File: src/logic/vcas_pkg.sv
/*
  Shared constants for the VC-3 to 34 368 kbit/s adaptation sink:
  container bit layout, label check, elastic store, clock smoothing,
  client framing, all-ONEs detection and the register map.
  Assumes a bit-serial container stream, one bit per link clock edge.
*/
package vcas_pkg;
  // Container layout: 9 rows of 680 bits, counted from the frame start bit
  localparam logic [3:0]  LAST_ROW    = 4'h8;
  localparam logic [9:0]  LAST_COL    = 10'h2A7;
  localparam logic [9:0]  POH_END     = 10'h008;
  localparam logic [9:0]  RSV_END     = 10'h010;
  localparam logic [3:0]  LABEL_ROW   = 4'h2;
  localparam logic [9:0]  C1_COL      = 10'h010;
  localparam logic [9:0]  C2_COL      = 10'h011;
  localparam logic [3:0]  JC_LAST_ROW = 4'h4;
  localparam int          JC_BITS     = 5;
  localparam logic [2:0]  JC_MAJ      = 3'h3;
  localparam logic [3:0]  S_ROW       = 4'h8;
  localparam logic [9:0]  S1_COL      = 10'h010;
  localparam logic [9:0]  S2_COL      = 10'h011;

  // Kinds of container bit
  localparam logic [2:0]  BT_DATA  = 3'h0;
  localparam logic [2:0]  BT_SKIP  = 3'h1;
  localparam logic [2:0]  BT_LABEL = 3'h2;
  localparam logic [2:0]  BT_C1    = 3'h3;
  localparam logic [2:0]  BT_C2    = 3'h4;
  localparam logic [2:0]  BT_S1    = 3'h5;
  localparam logic [2:0]  BT_S2    = 3'h6;

  // Signal label
  localparam logic [7:0]  EXP_LABEL    = 8'h04;
  localparam logic [2:0]  LABEL_ACCEPT = 3'h5;

  // Elastic store and read clock
  localparam int               ES_AW       = 7;
  localparam int               ES_DEPTH    = 1 << ES_AW;
  localparam logic [ES_AW+1:0] ES_HALF     = 9'h040;
  localparam longint           REF_CLK_KHZ = 125000;
  localparam longint           CLIENT_KHZ  = 34368;
  localparam logic [31:0]      NCO_NOM     = 32'((CLIENT_KHZ << 32) / REF_CLK_KHZ);
  localparam int               NCO_GAIN    = 9;

  // Client frame alignment
  localparam int          FAW_LEN   = 10;
  localparam logic [9:0]  FAW       = 10'h3D0;
  localparam int          CL_CNT_W  = 11;
  localparam logic [10:0] CL_LAST   = 11'h5FF;
  localparam logic [10:0] FAW_END   = 11'h009;
  localparam logic [2:0]  LOF_SET   = 3'h4;
  localparam logic [2:0]  SYNC_SET  = 3'h3;

  typedef enum logic [2:0] {
    FR_HUNT    = 3'b001,
    FR_CONFIRM = 3'b010,
    FR_SYNC    = 3'b100
  } vcas_fr_state_t;

  // All-ONEs detection: zero count, interval length, interval count
  localparam logic [2:0]  AIS_ZEROS     = 3'h4;
  localparam logic [10:0] AIS_INT_LAST  = 11'h5FF;
  localparam logic [2:0]  AIS_INTERVALS = 3'h5;

  // Register map
  localparam int          ADDR_W      = 8;
  localparam logic [7:0]  CTRL_ADDR   = 8'h00;
  localparam logic [7:0]  STATUS_ADDR = 8'h04;
  localparam logic [7:0]  LABEL_ADDR  = 8'h08;
  localparam logic [7:0]  JUST_ADDR   = 8'h0C;
  localparam logic [2:0]  HSIZE_WORD  = 3'h2;
  localparam int          CTRL_ACT    = 0;
  localparam int          CTRL_REP    = 1;
  localparam int          ST_UNDER    = 9;
  localparam int          ST_OVER     = 10;
endpackage

File: src/logic/vcas_framer.sv
/*
  Client frame aligner for the recovered 34 368 kbit/s stream.
  Assumes one bit per bit_tick pulse, all on ref_clk.
*/
module vcas_framer
  import vcas_pkg::*;
(
  input  wire logic ref_clk,
  input  wire logic rst,
  input  wire logic bit_tick,
  input  wire logic bit_in,
  output logic      frame_start,
  output logic      lof_defect
);
  vcas_fr_state_t       state_reg;
  logic [FAW_LEN-1:0]   win_reg;
  logic [FAW_LEN-1:0]   win;
  logic [CL_CNT_W-1:0]  pos_reg;
  logic [CL_CNT_W-1:0]  pos;
  logic [2:0]           hit_reg;
  logic [2:0]           miss_reg;
  logic                 faw_ok;
  logic                 at_faw;

  assign win    = {win_reg[FAW_LEN-2:0], bit_in};
  assign faw_ok = (win == FAW);
  assign pos    = (pos_reg == CL_LAST) ? '0 : pos_reg + 1'b1;
  assign at_faw = (pos == FAW_END);

  always_ff @(posedge ref_clk) begin
    if (rst) begin
      win_reg <= '0;
    end else if (bit_tick) begin
      win_reg <= win;
    end
  end

  always_ff @(posedge ref_clk) begin
    if (rst) begin
      state_reg  <= FR_HUNT;
      pos_reg    <= '0;
      hit_reg    <= '0;
      miss_reg   <= '0;
      lof_defect <= 1'b1;
    end else if (bit_tick) begin
      pos_reg <= pos;
      case (state_reg)
        FR_HUNT: begin
          if (faw_ok) begin
            pos_reg   <= FAW_END;
            hit_reg   <= 3'h1;
            state_reg <= FR_CONFIRM;
          end
        end
        FR_CONFIRM: begin
          if (at_faw && !faw_ok) begin
            state_reg <= FR_HUNT;
          end else if (at_faw && hit_reg == SYNC_SET - 3'h1) begin
            state_reg  <= FR_SYNC;
            miss_reg   <= '0;
            lof_defect <= 1'b0;
          end else if (at_faw) begin
            hit_reg <= hit_reg + 3'h1;
          end
        end
        FR_SYNC: begin
          if (at_faw && faw_ok) begin
            miss_reg <= '0;
          end else if (at_faw && miss_reg == LOF_SET - 3'h1) begin
            state_reg  <= FR_HUNT;
            lof_defect <= 1'b1;
          end else if (at_faw) begin
            miss_reg <= miss_reg + 3'h1;
          end
        end
        default: begin
          state_reg <= FR_HUNT;
        end
      endcase
    end
  end

  always_ff @(posedge ref_clk) begin
    if (rst) begin
      frame_start <= 1'b0;
    end else begin
      frame_start <= bit_tick && state_reg == FR_SYNC && pos == '0;
    end
  end
endmodule

File: src/logic/vcas_ais_det.sv
/*
  All-ONEs detector on the recovered client stream.
  Assumes one bit per bit_tick pulse, all on ref_clk.
*/
module vcas_ais_det
  import vcas_pkg::*;
(
  input  wire logic ref_clk,
  input  wire logic rst,
  input  wire logic bit_tick,
  input  wire logic bit_in,
  output logic      ais_defect
);
  logic [10:0] bit_cnt_reg;
  logic [2:0]  zero_cnt_reg;
  logic [2:0]  good_cnt_reg;
  logic [2:0]  zeros;
  logic        int_end;
  logic        int_good;

  // Saturate at the threshold; the exact count above it does not matter
  assign zeros    = (!bit_in && zero_cnt_reg != AIS_ZEROS) ? zero_cnt_reg + 3'h1 : zero_cnt_reg;
  assign int_end  = (bit_cnt_reg == AIS_INT_LAST);
  assign int_good = (zeros < AIS_ZEROS);

  always_ff @(posedge ref_clk) begin
    if (rst) begin
      bit_cnt_reg  <= '0;
      zero_cnt_reg <= '0;
    end else if (bit_tick) begin
      bit_cnt_reg  <= int_end ? '0 : bit_cnt_reg + 11'h001;
      zero_cnt_reg <= int_end ? '0 : zeros;
    end
  end

  always_ff @(posedge ref_clk) begin
    if (rst) begin
      good_cnt_reg <= '0;
      ais_defect   <= 1'b0;
    end else if (bit_tick && int_end) begin
      if (!int_good) begin
        good_cnt_reg <= '0;
        ais_defect   <= 1'b0;
      end else if (good_cnt_reg == AIS_INTERVALS - 3'h1) begin
        ais_defect <= 1'b1;
      end else begin
        good_cnt_reg <= good_cnt_reg + 3'h1;
      end
    end
  end
endmodule

File: src/logic/vcas_sink.sv
/*
  VC-3 to 34 368 kbit/s adaptation sink: container demapping, label
  check, elastic store with smoothed read clock, client framing, defect
  handling and an AHB-Lite register slave.
  Assumes the container stream arrives bit-serial on a link clock that
  ref_clk oversamples, and that the register master is the only one.
*/
// Function
// - Compare accepted label byte with 0x04; difference raises payload mismatch.
// - Ignore multiframe indicator byte and reserved bits.
// - First control majority 0 keeps first stuff bit as data, else drops it.
// - Second control majority 0 keeps second stuff bit as data, else drops it.
// - Write store with gapped clock, read with smoothed client-rate clock.
// - Store deep enough for +-20 ppm and input jitter.
// - After a frequency step, settle within a bounded time.
// - Inactive: send all ONEs and report no causes or defect status bits; server_fail_action still follows the defects.
// - Align to client frame and mark frame start.
// - Four wrong alignment words in a row lose alignment.
// - Three correct alignment words in a row regain alignment.
// - Candidate dropped if word missing in either of next two frames.
// - Frame loss set on four errors, cleared on three good words.
// - Detect all-ONEs alarm with 4 zeros, 1536 bits, 5 intervals.
// - Fail and insert actions follow mismatch, frame loss, alarm or trail fail.
// - Output switches to or from all ONEs within 250 us.
// - Client clock stays near nominal while all ONEs is sent.
// - Alarm cause needs alarm, no mismatch, no trail fail, reporting on.
// - Frame loss cause needs frame loss without alarm or mismatch.
module vcas_sink
  import vcas_pkg::*;
(
  input  wire logic        ref_clk,
  input  wire logic        rst,
  input  wire logic        hsel,
  input  wire logic [31:0] haddr,
  input  wire logic [1:0]  htrans,
  input  wire logic        hwrite,
  input  wire logic [2:0]  hsize,
  input  wire logic [31:0] hwdata,
  input  wire logic        hready,
  output logic      [31:0] hrdata,
  output logic             hreadyout,
  output logic             hresp,
  input  wire logic        vc_clk_in,
  input  wire logic        vc_data_in,
  input  wire logic        vc_fs_in,
  input  wire logic        trail_fail_in,
  output logic             client_data_out,
  output logic             client_clock_out,
  output logic             frame_start_marker,
  output logic             server_fail_action,
  output logic             payload_mismatch_cause,
  output logic             all_ones_alarm_cause,
  output logic             frame_loss_cause
);
  logic [3:0]          sync1_reg;
  logic [3:0]          sync2_reg;
  logic                clk_d_reg;
  logic                in_tick;
  logic                in_bit;
  logic                in_fs;
  logic                trail_fail;
  logic [3:0]          row_reg;
  logic [9:0]          col_reg;
  logic [3:0]          cur_row;
  logic [9:0]          cur_col;
  logic [2:0]          kind;
  logic [JC_BITS-1:0]  c1_reg;
  logic [JC_BITS-1:0]  c2_reg;
  logic                s1_data;
  logic                s2_data;
  logic [7:0]          lbl_sh_reg;
  logic [7:0]          lbl_cand_reg;
  logic [2:0]          lbl_cnt_reg;
  logic [7:0]          label_reg;
  logic [7:0]          lbl_new;
  logic [ES_DEPTH-1:0] es_mem;
  logic [ES_AW:0]      wr_ptr_reg;
  logic [ES_AW:0]      rd_ptr_reg;
  logic [ES_AW:0]      fill;
  logic                es_full;
  logic                es_empty;
  logic                wr_take;
  logic [ES_AW+1:0]    fill_err;
  logic [31:0]         nco_trim;
  logic [31:0]         nco_incr;
  logic [31:0]         nco_acc_reg;
  logic [32:0]         nco_sum;
  logic                rd_tick_reg;
  logic                rd_bit;
  logic                pm_defect;
  logic                lof_defect;
  logic                ais_defect;
  logic                fail_any;
  logic                insert_ones;
  logic                active_reg;
  logic                report_reg;
  logic                under_reg;
  logic                over_reg;
  logic [15:0]         neg_cnt_reg;
  logic [15:0]         pos_cnt_reg;
  logic                dp_wr_reg;
  logic [ADDR_W-1:0]   dp_addr_reg;
  logic                addr_ok;
  logic                clr_under;
  logic                clr_over;

  function automatic logic majority(input logic [JC_BITS-1:0] v);
    logic [2:0] n;
    n = '0;
    for (int i = 0; i < JC_BITS; i++) begin
      n = n + {2'b00, v[i]};
    end
    majority = (n >= JC_MAJ);
  endfunction

  function automatic logic [2:0] bit_kind(input logic [3:0] row, input logic [9:0] col);
    if (col < POH_END) begin
      bit_kind = (row == LABEL_ROW) ? BT_LABEL : BT_SKIP;
    end else if (col < RSV_END) begin
      bit_kind = BT_SKIP;
    end else if (row == S_ROW && col == S1_COL) begin
      bit_kind = BT_S1;
    end else if (row == S_ROW && col == S2_COL) begin
      bit_kind = BT_S2;
    end else if (row <= JC_LAST_ROW && col == C1_COL) begin
      bit_kind = BT_C1;
    end else if (row <= JC_LAST_ROW && col == C2_COL) begin
      bit_kind = BT_C2;
    end else begin
      bit_kind = BT_DATA;
    end
  endfunction

  // Link pins and trail fail come from another domain
  always_ff @(posedge ref_clk) begin
    if (rst) begin
      sync1_reg <= '0;
      sync2_reg <= '0;
      clk_d_reg <= 1'b0;
    end else begin
      sync1_reg <= {trail_fail_in, vc_fs_in, vc_data_in, vc_clk_in};
      sync2_reg <= sync1_reg;
      clk_d_reg <= sync2_reg[0];
    end
  end

  assign in_tick    = sync2_reg[0] & ~clk_d_reg;
  assign in_bit     = sync2_reg[1];
  assign in_fs      = sync2_reg[2];
  assign trail_fail = sync2_reg[3];

  always_comb begin
    if (in_fs) begin
      cur_row = '0;
      cur_col = '0;
    end else if (col_reg == LAST_COL) begin
      cur_col = '0;
      cur_row = (row_reg == LAST_ROW) ? '0 : row_reg + 4'h1;
    end else begin
      cur_col = col_reg + 10'h001;
      cur_row = row_reg;
    end
  end

  assign kind = bit_kind(cur_row, cur_col);

  always_ff @(posedge ref_clk) begin
    if (rst) begin
      row_reg <= LAST_ROW;
      col_reg <= LAST_COL;
    end else if (in_tick) begin
      row_reg <= cur_row;
      col_reg <= cur_col;
    end
  end

  // Justification control bits, decided by majority before the stuff bits
  always_ff @(posedge ref_clk) begin
    if (rst) begin
      c1_reg <= '0;
      c2_reg <= '0;
    end else if (in_tick && kind == BT_C1) begin
      c1_reg <= {c1_reg[JC_BITS-2:0], in_bit};
    end else if (in_tick && kind == BT_C2) begin
      c2_reg <= {c2_reg[JC_BITS-2:0], in_bit};
    end
  end

  assign s1_data = !majority(c1_reg);
  assign s2_data = !majority(c2_reg);
  assign wr_take = in_tick && (kind == BT_DATA || (kind == BT_S1 && s1_data)
                   || (kind == BT_S2 && s2_data));

  // Justification statistics for software
  always_ff @(posedge ref_clk) begin
    if (rst) begin
      neg_cnt_reg <= '0;
      pos_cnt_reg <= '0;
    end else if (in_tick && kind == BT_S2 && s1_data && s2_data) begin
      neg_cnt_reg <= neg_cnt_reg + 16'h0001;
    end else if (in_tick && kind == BT_S2 && !s1_data && !s2_data) begin
      pos_cnt_reg <= pos_cnt_reg + 16'h0001;
    end
  end

  // Label is accepted after equal values in consecutive frames
  assign lbl_new = {lbl_sh_reg[6:0], in_bit};

  always_ff @(posedge ref_clk) begin
    if (rst) begin
      lbl_sh_reg   <= '0;
      lbl_cand_reg <= '0;
      lbl_cnt_reg  <= '0;
      label_reg    <= '0;
    end else if (in_tick && kind == BT_LABEL) begin
      lbl_sh_reg <= lbl_new;
      if (cur_col == POH_END - 10'h001) begin
        if (lbl_new != lbl_cand_reg) begin
          lbl_cand_reg <= lbl_new;
          lbl_cnt_reg  <= '0;
        end else if (lbl_cnt_reg == LABEL_ACCEPT - 3'h2) begin
          label_reg <= lbl_new;
        end else begin
          lbl_cnt_reg <= lbl_cnt_reg + 3'h1;
        end
      end
    end
  end

  assign pm_defect = (label_reg != EXP_LABEL);

  // Elastic store; one spare pointer bit tells full from empty
  assign fill     = wr_ptr_reg - rd_ptr_reg;
  assign es_full  = fill[ES_AW];
  assign es_empty = (fill == '0);

  always_ff @(posedge ref_clk) begin
    if (wr_take && !es_full) begin
      es_mem[wr_ptr_reg[ES_AW-1:0]] <= in_bit;
    end
  end

  always_ff @(posedge ref_clk) begin
    if (rst) begin
      wr_ptr_reg <= '0;
    end else if (wr_take && !es_full) begin
      wr_ptr_reg <= wr_ptr_reg + 1'b1;
    end
  end

  always_ff @(posedge ref_clk) begin
    if (rst) begin
      rd_ptr_reg <= '0;
    end else if (rd_tick_reg && !es_empty) begin
      rd_ptr_reg <= rd_ptr_reg + 1'b1;
    end
  end

  // Starved reads yield ONEs rather than repeating stale data
  assign rd_bit = es_empty ? 1'b1 : es_mem[rd_ptr_reg[ES_AW-1:0]];

  // Read clock: phase accumulator trimmed by store fill, so rate tracks
  // the far end; proportional only, so fill settles off centre
  assign fill_err = {1'b0, fill} - ES_HALF;
  assign nco_trim = {{(32 - ES_AW - 2){fill_err[ES_AW+1]}}, fill_err} << NCO_GAIN;
  assign nco_incr = insert_ones ? NCO_NOM : NCO_NOM + nco_trim;
  assign nco_sum  = {1'b0, nco_acc_reg} + {1'b0, nco_incr};

  always_ff @(posedge ref_clk) begin
    if (rst) begin
      nco_acc_reg <= '0;
      rd_tick_reg <= 1'b0;
    end else begin
      nco_acc_reg <= nco_sum[31:0];
      rd_tick_reg <= nco_sum[32];
    end
  end

  assign client_clock_out = nco_acc_reg[31];

  // Slip flags: hardware set wins over a software clear
  assign clr_under = dp_wr_reg && dp_addr_reg == STATUS_ADDR && hwdata[ST_UNDER];
  assign clr_over  = dp_wr_reg && dp_addr_reg == STATUS_ADDR && hwdata[ST_OVER];

  always_ff @(posedge ref_clk) begin
    if (rst) begin
      under_reg <= 1'b0;
      over_reg  <= 1'b0;
    end else begin
      under_reg <= (rd_tick_reg && es_empty) || (under_reg && !clr_under);
      over_reg  <= (wr_take && es_full) || (over_reg && !clr_over);
    end
  end

  vcas_framer u_framer (
    .ref_clk     (ref_clk),
    .rst         (rst),
    .bit_tick    (rd_tick_reg),
    .bit_in      (rd_bit),
    .frame_start (frame_start_marker),
    .lof_defect  (lof_defect)
  );

  vcas_ais_det u_ais_det (
    .ref_clk    (ref_clk),
    .rst        (rst),
    .bit_tick   (rd_tick_reg),
    .bit_in     (rd_bit),
    .ais_defect (ais_defect)
  );

  assign fail_any    = pm_defect | lof_defect | ais_defect | trail_fail;
  assign insert_ones = fail_any | ~active_reg;

  always_ff @(posedge ref_clk) begin
    if (rst) begin
      client_data_out <= 1'b1;
    end else if (rd_tick_reg) begin
      client_data_out <= insert_ones ? 1'b1 : rd_bit;
    end
  end

  // Causes are silent while the function is not active
  always_ff @(posedge ref_clk) begin
    if (rst) begin
      server_fail_action     <= 1'b0;
      payload_mismatch_cause <= 1'b0;
      all_ones_alarm_cause   <= 1'b0;
      frame_loss_cause       <= 1'b0;
    end else begin
      server_fail_action     <= fail_any;
      payload_mismatch_cause <= active_reg & pm_defect & ~trail_fail;
      all_ones_alarm_cause   <= active_reg & ais_defect & ~pm_defect & ~trail_fail
                                & report_reg;
      frame_loss_cause       <= active_reg & lof_defect & ~ais_defect & ~pm_defect;
    end
  end

  // AHB-Lite slave, zero wait states, always OKAY
  assign addr_ok = (haddr[31:ADDR_W] == '0) && (haddr[1:0] == 2'b00);

  always_ff @(posedge ref_clk) begin
    if (rst) begin
      hreadyout <= 1'b0;
      hresp     <= 1'b0;
    end else begin
      hreadyout <= 1'b1;
      hresp     <= 1'b0;
    end
  end

  always_ff @(posedge ref_clk) begin
    if (rst) begin
      dp_wr_reg   <= 1'b0;
      dp_addr_reg <= '0;
    end else if (hready) begin
      dp_wr_reg   <= hsel && htrans[1] && hwrite && hsize == HSIZE_WORD && addr_ok;
      dp_addr_reg <= haddr[ADDR_W-1:0];
    end
  end

  always_ff @(posedge ref_clk) begin
    if (rst) begin
      active_reg <= 1'b0;
      report_reg <= 1'b0;
    end else if (dp_wr_reg && dp_addr_reg == CTRL_ADDR) begin
      active_reg <= hwdata[CTRL_ACT];
      report_reg <= hwdata[CTRL_REP];
    end
  end

  always_ff @(posedge ref_clk) begin
    if (rst) begin
      hrdata <= '0;
    end else if (hready && hsel && htrans[1] && !hwrite) begin
      hrdata <= '0;
      if (addr_ok) begin
        case (haddr[ADDR_W-1:0])
          CTRL_ADDR: begin
            hrdata[CTRL_ACT] <= active_reg;
            hrdata[CTRL_REP] <= report_reg;
          end
          STATUS_ADDR: begin
            hrdata[ST_OVER:0] <= {over_reg, under_reg, 1'b0, fill};
            hrdata[31:24]     <= {1'b0, payload_mismatch_cause, all_ones_alarm_cause,
                                  frame_loss_cause, server_fail_action,
                                  {3{active_reg}} & {pm_defect, ais_defect, lof_defect}};
          end
          LABEL_ADDR: begin
            hrdata[7:0] <= label_reg;
          end
          JUST_ADDR: begin
            hrdata <= {pos_cnt_reg, neg_cnt_reg};
          end
          default: begin
            hrdata <= '0;
          end
        endcase
      end
    end
  end
endmodule

File: config.mk
export PLATFORM = sky130hd
export DESIGN_NAME = vcas_sink
export DESIGN_NICKNAME = d
export VERILOG_FILES = /design/src/logic/vcas_pkg.sv /design/src/logic/vcas_framer.sv /design/src/logic/vcas_ais_det.sv /design/src/logic/vcas_sink.sv
export SDC_FILE = /design/constraint.sdc
export NUM_CORES = 1
export LEC_CHECK = 0
export BUFFER_PORTS_ARGS = -buffer_cell sky130_fd_sc_hd__buf_2
export CAP_MARGIN = 0
export CORE_AREA = 3 3 213 215
export CTS_CLUSTER_SIZE = 20
export DETAILED_ROUTE_END_ITERATION = 12
export DIE_AREA = 0 0 216 218
export GPL_ROUTABILITY_DRIVEN = 0
export GPL_TIMING_DRIVEN = 0
export PLACE_DENSITY_LB_ADDON = 0.08
export SLEW_MARGIN = 20
export SYNTH_ARGS = -nofsm -noshare
export SYNTH_HDL_FRONTEND = slang
export SYNTH_SLANG_ARGS = --single-unit
File: constraint.sdc
create_clock -name ref_clk -period 10.7 [get_ports ref_clk]
set_input_delay 2.14 -clock ref_clk [delete_from_list [all_inputs] [get_ports ref_clk]]
set_output_delay 2.14 -clock ref_clk [all_outputs]
set_load 0.1 [all_outputs]
# Word-level counts from Yosys, hierarchy flattened
# Index checks and enable logic that the tools add are counted.
[totals]
ram_bits = 0
elab_cells = 279
memories = 0
romBits = 0
register_bits = 368
output_inout_bits = 41
latch_bits = 0
inputBits = 78
[op_classes]
mul = 0
n_reduce_logical = 75
div = 0
addsub = 25
n_lt_le_gt_ge = 9
shifts = 0
n_mux = 61
bitwise = 23
eq_ne = 44
[op_table]
columns = ["operator", "count"]
rows = [
  ["bitwise mux 128 bit", 1],
  ["2-to-1 mux 3 bit", 26],
  ["2-to-1 mux 32 bit", 2],
  ["2-to-1 mux 11 bit", 4],
  ["logical AND 1 bit", 42],
  ["adder 32 x 32 -> 33 bit", 1],
  ["adder 16 x 1 -> 16 bit (second input constant)", 2],
  ["adder 31 x 32 -> 32 bit (first input constant)", 1],
  ["zero test 24 bit", 1],
  ["zero test 8 bit", 3],
  ["adder 11 x 1 -> 11 bit (second input constant)", 2],
  ["equality test 11 bit (second input constant)", 2],
  ["equality test 3 x 2 -> 1 bit (second input constant)", 7],
  ["equality test 10 bit (second input constant)", 2],
  ["equality test 10 x 5 -> 1 bit (second input constant)", 2],
  ["2-to-1 mux 10 bit", 2],
  ["case mux 3 bit (2 select lines)", 3],
  ["case mux 6 bit (3 select lines)", 1],
  ["AND reduction 6 bit", 3],
  ["adder 8 x 1 -> 8 bit (second input constant)", 2],
  ["equality test 8 x 3 -> 1 bit (second input constant)", 2],
  ["equality test 8 x 4 -> 1 bit (second input constant)", 2],
  ["< comparator 7 x 8 -> 1 bit (second input constant)", 2],
  ["case mux 8 bit (2 select lines)", 1],
  ["other kinds (50)", 121],
]

# Logic depth before layout (Yosys ltp)
[logic_depth]
ltp_word = 19
ltp_mapped = 23
mapped_depth_nobuf = 23

# By module
# Synthesis repeated with hierarchy kept, for this count alone.
[hier_totals]
hier_cells = 1787
area_unflattened_um2 = 17883.4
[by_module_without_submodules]
columns = ["module", "cells_each", "area_each_um2", "seq_area_each_um2", "n_inst"]
rows = [
  ["vcas_sink", 1448, 14969.4, 7567.3, 1],
  ["vcas_framer", 237, 1991.9, 620.6, 1],
  ["vcas_ais_det", 102, 922.1, 360.3, 1],
]

# Worst setup path before layout
# OpenSTA, ideal clock, no wires.
[synth_timing]
path_kind = "register to register"
from = "register rd_ptr_reg[1]"
to = "register nco_acc_reg[22]"
path_stages_with_launch = 22
n_path_buf = 1
required_ps = 10568
period_less_slack_ps = 4531
t_arrival_ps = 4398
setup_time_ps = 132
setup_slack_ps = 6169
cell_sequence = "dfxtp_1 buf_1 inv_1 ha_1 nor2b_1 o21a_1 o211a_1 o31a_1 xnor2_1 inv_1 ha_1 a21oi_1 xnor2_1 nand2_1 ha_1 and2_1 a22o_1 nor3_1 o21bai_1 a311o_1 nand2_1 a21oi_1"
[synth_via]
elab_chain_len = 5
[synth_lines]
columns = ["item", "line_no", "rtl"]
rows = [
  ["start, declared", "vcas_sink.sv:78", "logic [ES_AW:0] rd_ptr_reg;"],
  ["start signal, assigned", "vcas_sink.sv:255", "rd_ptr_reg <= rd_ptr_reg + 1'b1;"],
  ["subtractor 8 bit", "vcas_sink.sv:233", "assign fill = wr_ptr_reg - rd_ptr_reg;"],
  ["subtractor 8 x 7 -> 9 bit", "vcas_sink.sv:264", "assign fill_err = {1'b0, fill} - ES_HALF;"],
  ["adder 31 x 32 -> 32 bit", "vcas_sink.sv:266", "assign nco_incr = insert_ones ? NCO_NOM : NCO_NOM + nco_trim;"],
  ["2-to-1 mux 32 bit", "vcas_sink.sv:266", ""],
  ["adder 32 x 32 -> 33 bit", "vcas_sink.sv:267", "assign nco_sum = {1'b0, nco_acc_reg} + {1'b0, nco_incr};"],
  ["end signal, assigned", "vcas_sink.sv:274", "nco_acc_reg <= nco_sum[31:0];"],
  ["end, declared", "vcas_sink.sv:86", "logic [31:0] nco_acc_reg;"],
]
# Every way passes these cells.
# A chain may end at the register's enable or synchronous reset.

# Worst setup path after layout
[layout_timing]
from = "register rd_ptr_reg[1]"
to = "register nco_acc_reg[28]"
# The elaborated chain is that of the path after synthesis.

==> impl_metrics.csv <==
group,metric,value,unit
yosys,synth_seq_cells,363,
cts,post-cts-setup-buffers,0,
cts,cts.clk_slew.worst_paths,60,ps
cts,clock_sinks,363,
cts,htreeDepth,2,
detailed_routing,routedWlPerCell,19.2,um
floorplanning,dieWidth,216,um
sta,fin_skew,35.4,ps
sta,layout_min_cycle_time,5800,ps
place,hpwlAfterDp,35300,um
cts,cts_tree,"done",
sta,fmax,0.172,GHz
cts,post_cts_resized,0,
yosys,ys_seq_area_frac,0.479,
yosys,synth_edf_count,128,
worst_hold_path,holdCritPathClass,"reg -> reg",
worst_setup_path,critPathRequiredTime,11130,ps
floorplanning,io_pins,119,
sta,relSlewSlack,0.328,
floorplanning,dieHeight,218,um
power,powerDensity,158,mW/mm^2
power,cellLeakagePower,0.00750,uW
cts,cts_hold_buf,0,
global_route,antenna_found_initial,0,
yosys,synth-main-ff-cell,"dfxtp_1",
yosys,syn_area_per_cell,9.80,um^2
sta,period_share,0.542,
yosys,synth_area,0.0178,mm^2
cells_and_area,n_antenna_cell,0,
global_route,grt_pass1_vias,13192,
sta,drv_slew,0,
floorplanning,die_area,0.0471,mm^2
sta,timing.hold.ws,438,ps
floorplanning,start_util,0.406,
cells_and_area,area_growth_syn_to_layout,14.9,%
sta,setup_viol,0,
worst_setup_path,crit_path_frequent_cell,"ha_1",
sta,max_slew.worst_pin.slew,999,ps
detailed_routing,vias,13982,
place,portBuffers,86,
detailed_routing,postRouteAntennaNets,0,
detailed_routing,routed_wl,49500,um
yosys,netlist-cell-type-count,94,
cells_and_area,drive_above_1_share,0.127,
job,maxCapViolations,0,
worst_setup_path,criticalPathCategory,"reg -> reg",
detailed_routing,drt_iter0_drc,1048,
global_route,grt_use_total,0.207,
detailed_routing,routed_via_density,5.43,
detailed_routing,drc,0,
cts,clkLatencyLatePin,590,ps
worst_setup_path,critPathMaxFanout,10,
worst_setup_path,cpMaxStageDelayCell,"buf_1",
floorplanning,fp-row-count,77,
sta,fin_setup_tns,0,ps
cts,cts.path.max_buffers,3,
yosys,synth_warnings,0,
yosys,synth_fp_nets,1953,
cts,cts_root_buffer,"clkbuf_16",
cells_and_area,fillers,4249,
worst_setup_path,worst_path_largest_cell_delay,570,ps
worst_setup_path,arrival,6220,ps
power,ir_worst_vdd,0.0966,mV
worst_setup_path,cp_top_family,"compound AO/OA/AOI/OAI gates",
cts,cts_buffers,42,
status,status,"finished, final reports clean",
cells_and_area,postLayoutCoreUtil,0.467,
worst_setup_path,path_cells,"buf_1 > inv_1 > ha_1 > nor2b_1 > o21a_1 > o211a_1 > o31a_1 > xnor2_1 > inv_1 > ha_1 > a21oi_1 > xnor2_1 > nand2_1 > ha_1 > and2_1 > nand3_1 > a211oi_1 > nor3_1 > nor3_1 > o21ai_0 > xor2_1 > nor2_1",
cells_and_area,nNetsFinal,2084,
yosys,async_flop_share,0,
global_route,grt_pass1_wl,76200,um
sta,hold_viol_final,0,
global_route,grt_max_degree,77,
worst_setup_path,start_kind,"flip-flop",
floorplanning,coreArea,0.0439,mm^2
cells_and_area,largest_reg_flops,128,
detailed_routing,dr.pass1.iters,5,
global_route,gr-total-overflow,0,
worst_setup_path,crit_buf_inv,3,
worst_setup_path,endpoint_kind,"flip-flop",
yosys,netlist_instances,1820,
sta,rsz0062_at_grt,"false",
[layer usage]
layer	wire, um	part of all wire	vias to the layer above	GRT usage
met5	0	0	-	0
met1	23300	0.47	6793	0.292
met3	2360	0.048	72	0.0314
li1	-	-	6816	-
met2	22600	0.46	301	0.333
met4	1240	0.025	0	0.0567
[metrics by stage]
stage	instance area (um^2)	setup WS [ps]	instances	power [uW]
3_3_place_gp	19000	4930	2498	1780
5_1_grt	20500	4400	2576	3350
6_report	20500	4900	2576	3230
3_5_place_dp	19000	4950	2499	1780
2_1_floorplan	17800	6170	1820	1700
4_1_cts	20500	4880	2576	3270
[cells in the mapped netlist, types with 5 or more instances]
master    instances  area, um^2
or4_1             9        67.6
mux2i_1          54         541
xor2_1           48         420
nor3_1           31         155
buf_1            12        45.0
a31oi_1          15        93.8
o211ai_2          6        75.1
ha_1             50         626
fa_1              5         100
o21ai_1           6        30.0
or3_1            11        68.8
edfxtp_1        128        3840
and2_1           13        81.3
a21o_1            5        37.5
nand3b_1          5        37.5
inv_1            66         248
and3_1           30         188
dfxtp_1         235        4700
nor4_1           24         150
nor3b_1           9        67.6
o21bai_1          5        37.5
o21a_1            8        60.1
nor2b_1          32         200
o31ai_1           5        37.5
nand2b_1         12        75.1
mux4_2           35         788
nor2_1          328        1230
mux2_2            7        78.8
or2_2             5        31.3
nand4_1          28         175
a211oi_1         11        82.6
nand2_1         131         492
a22o_1            7        61.3
o41ai_1           6        52.6
a21oi_1          71         355
o21ai_0          38         190
buf_2            13        65.1
mux2_1            7        78.8
o211ai_1         17         128
nand3_1          68         340
xnor2_1          33         289
clkbuf_1         62         233
a22oi_1          40         300
[logic make-up (layout without fill, tap and decap cells)]
kind of cell / count (synthesis) / in the layout / share of synthesized area
AND/OR/NAND/NOR: 762 / 762 / 0.203
flip-flops: 363 / 363 / 0.479
AO/OA/AOI/OAI: 295 / 295 / 0.117
buffers and inverters: 159 / 323 / 0.0352
multiplexers: 104 / 104 / 0.0841
XOR/XNOR: 81 / 81 / 0.0398
adder cells (fa/ha/maj): 55 / 55 / 0.0407
other: 1 / 1 / 0.000210
[cells in the final DEF, fill, tap and decap left out, types with 8 or more instances in the layout]
cell type / Yosys / final
nor2_1: 328 / 328
dfxtp_1: 235 / 234
nand2_1: 131 / 131
edfxtp_1: 128 / 128
buf_2: 13 / 99
a21oi_1: 71 / 71
nand3_1: 68 / 68
clkbuf_1: 62 / 67
inv_1: 66 / 66
mux2i_1: 54 / 54
ha_1: 50 / 50
xor2_1: 48 / 48
clkbuf_16: 0 / 43
a22oi_1: 40 / 40
o21ai_0: 38 / 38
mux4_2: 35 / 35
xnor2_1: 33 / 33
nor2b_1: 32 / 32
nor3_1: 31 / 31
and3_1: 30 / 30
nand4_1: 28 / 28
nor4_1: 24 / 22
o211ai_1: 17 / 17
a31oi_1: 15 / 15
and2_1: 13 / 13
nand2b_1: 12 / 12
buf_1: 12 / 12
or3_1: 11 / 11
a211oi_1: 11 / 11
clkbuf_8: 0 / 10
nor3b_1: 9 / 9
or4_1: 9 / 9
o21a_1: 8 / 8
[power by group]
part	internal [uW]	switching [uW]
combinational	101	170
clock	885	601
sequential	1450	21.1
[worst register-to-register path, cell delays in order, from the launching register on]
cell      delay, ps
dfxtp_1         480
buf_1           570
inv_1           380
ha_1            360
nor2b_1         130
o21a_1          180
o211a_1         230
o31a_1          340
xnor2_1         300
inv_1           260
ha_1            320
a21oi_1         170
xnor2_1         140
nand2_1          90
ha_1            360
and2_1          160
nand3_1          80
a211oi_1        300
nor3_1          150
nor3_1          280
o21ai_0         150
xor2_1          150
nor2_1           50
[final timing paths]
check                 from               to  slack (ps)  depth (start not counted)
max reg2reg  rd_ptr_reg[1]  nco_acc_reg[28]        4900                         22
min           sync1_reg[1]     sync2_reg[1]         440                          1
max          rd_ptr_reg[1]  nco_acc_reg[28]        4900                         22
min reg2reg   sync1_reg[1]     sync2_reg[1]         440                          1
[final cells by class]
type                            instances  area (um^2)  share of cell area
Inverter                               68          255              0.0125
Sequential cell                       363         8550               0.417
Buffer                                 91          373              0.0182
Multi-Input combinational cell       1298         8670               0.423
Tap cell                              592          741              0.0361
Clock buffer                           59         1240              0.0605
Clock inverter                         18          206              0.0101
Timing Repair Buffer                   87          458              0.0223
(Power assumes the default switching activity.)
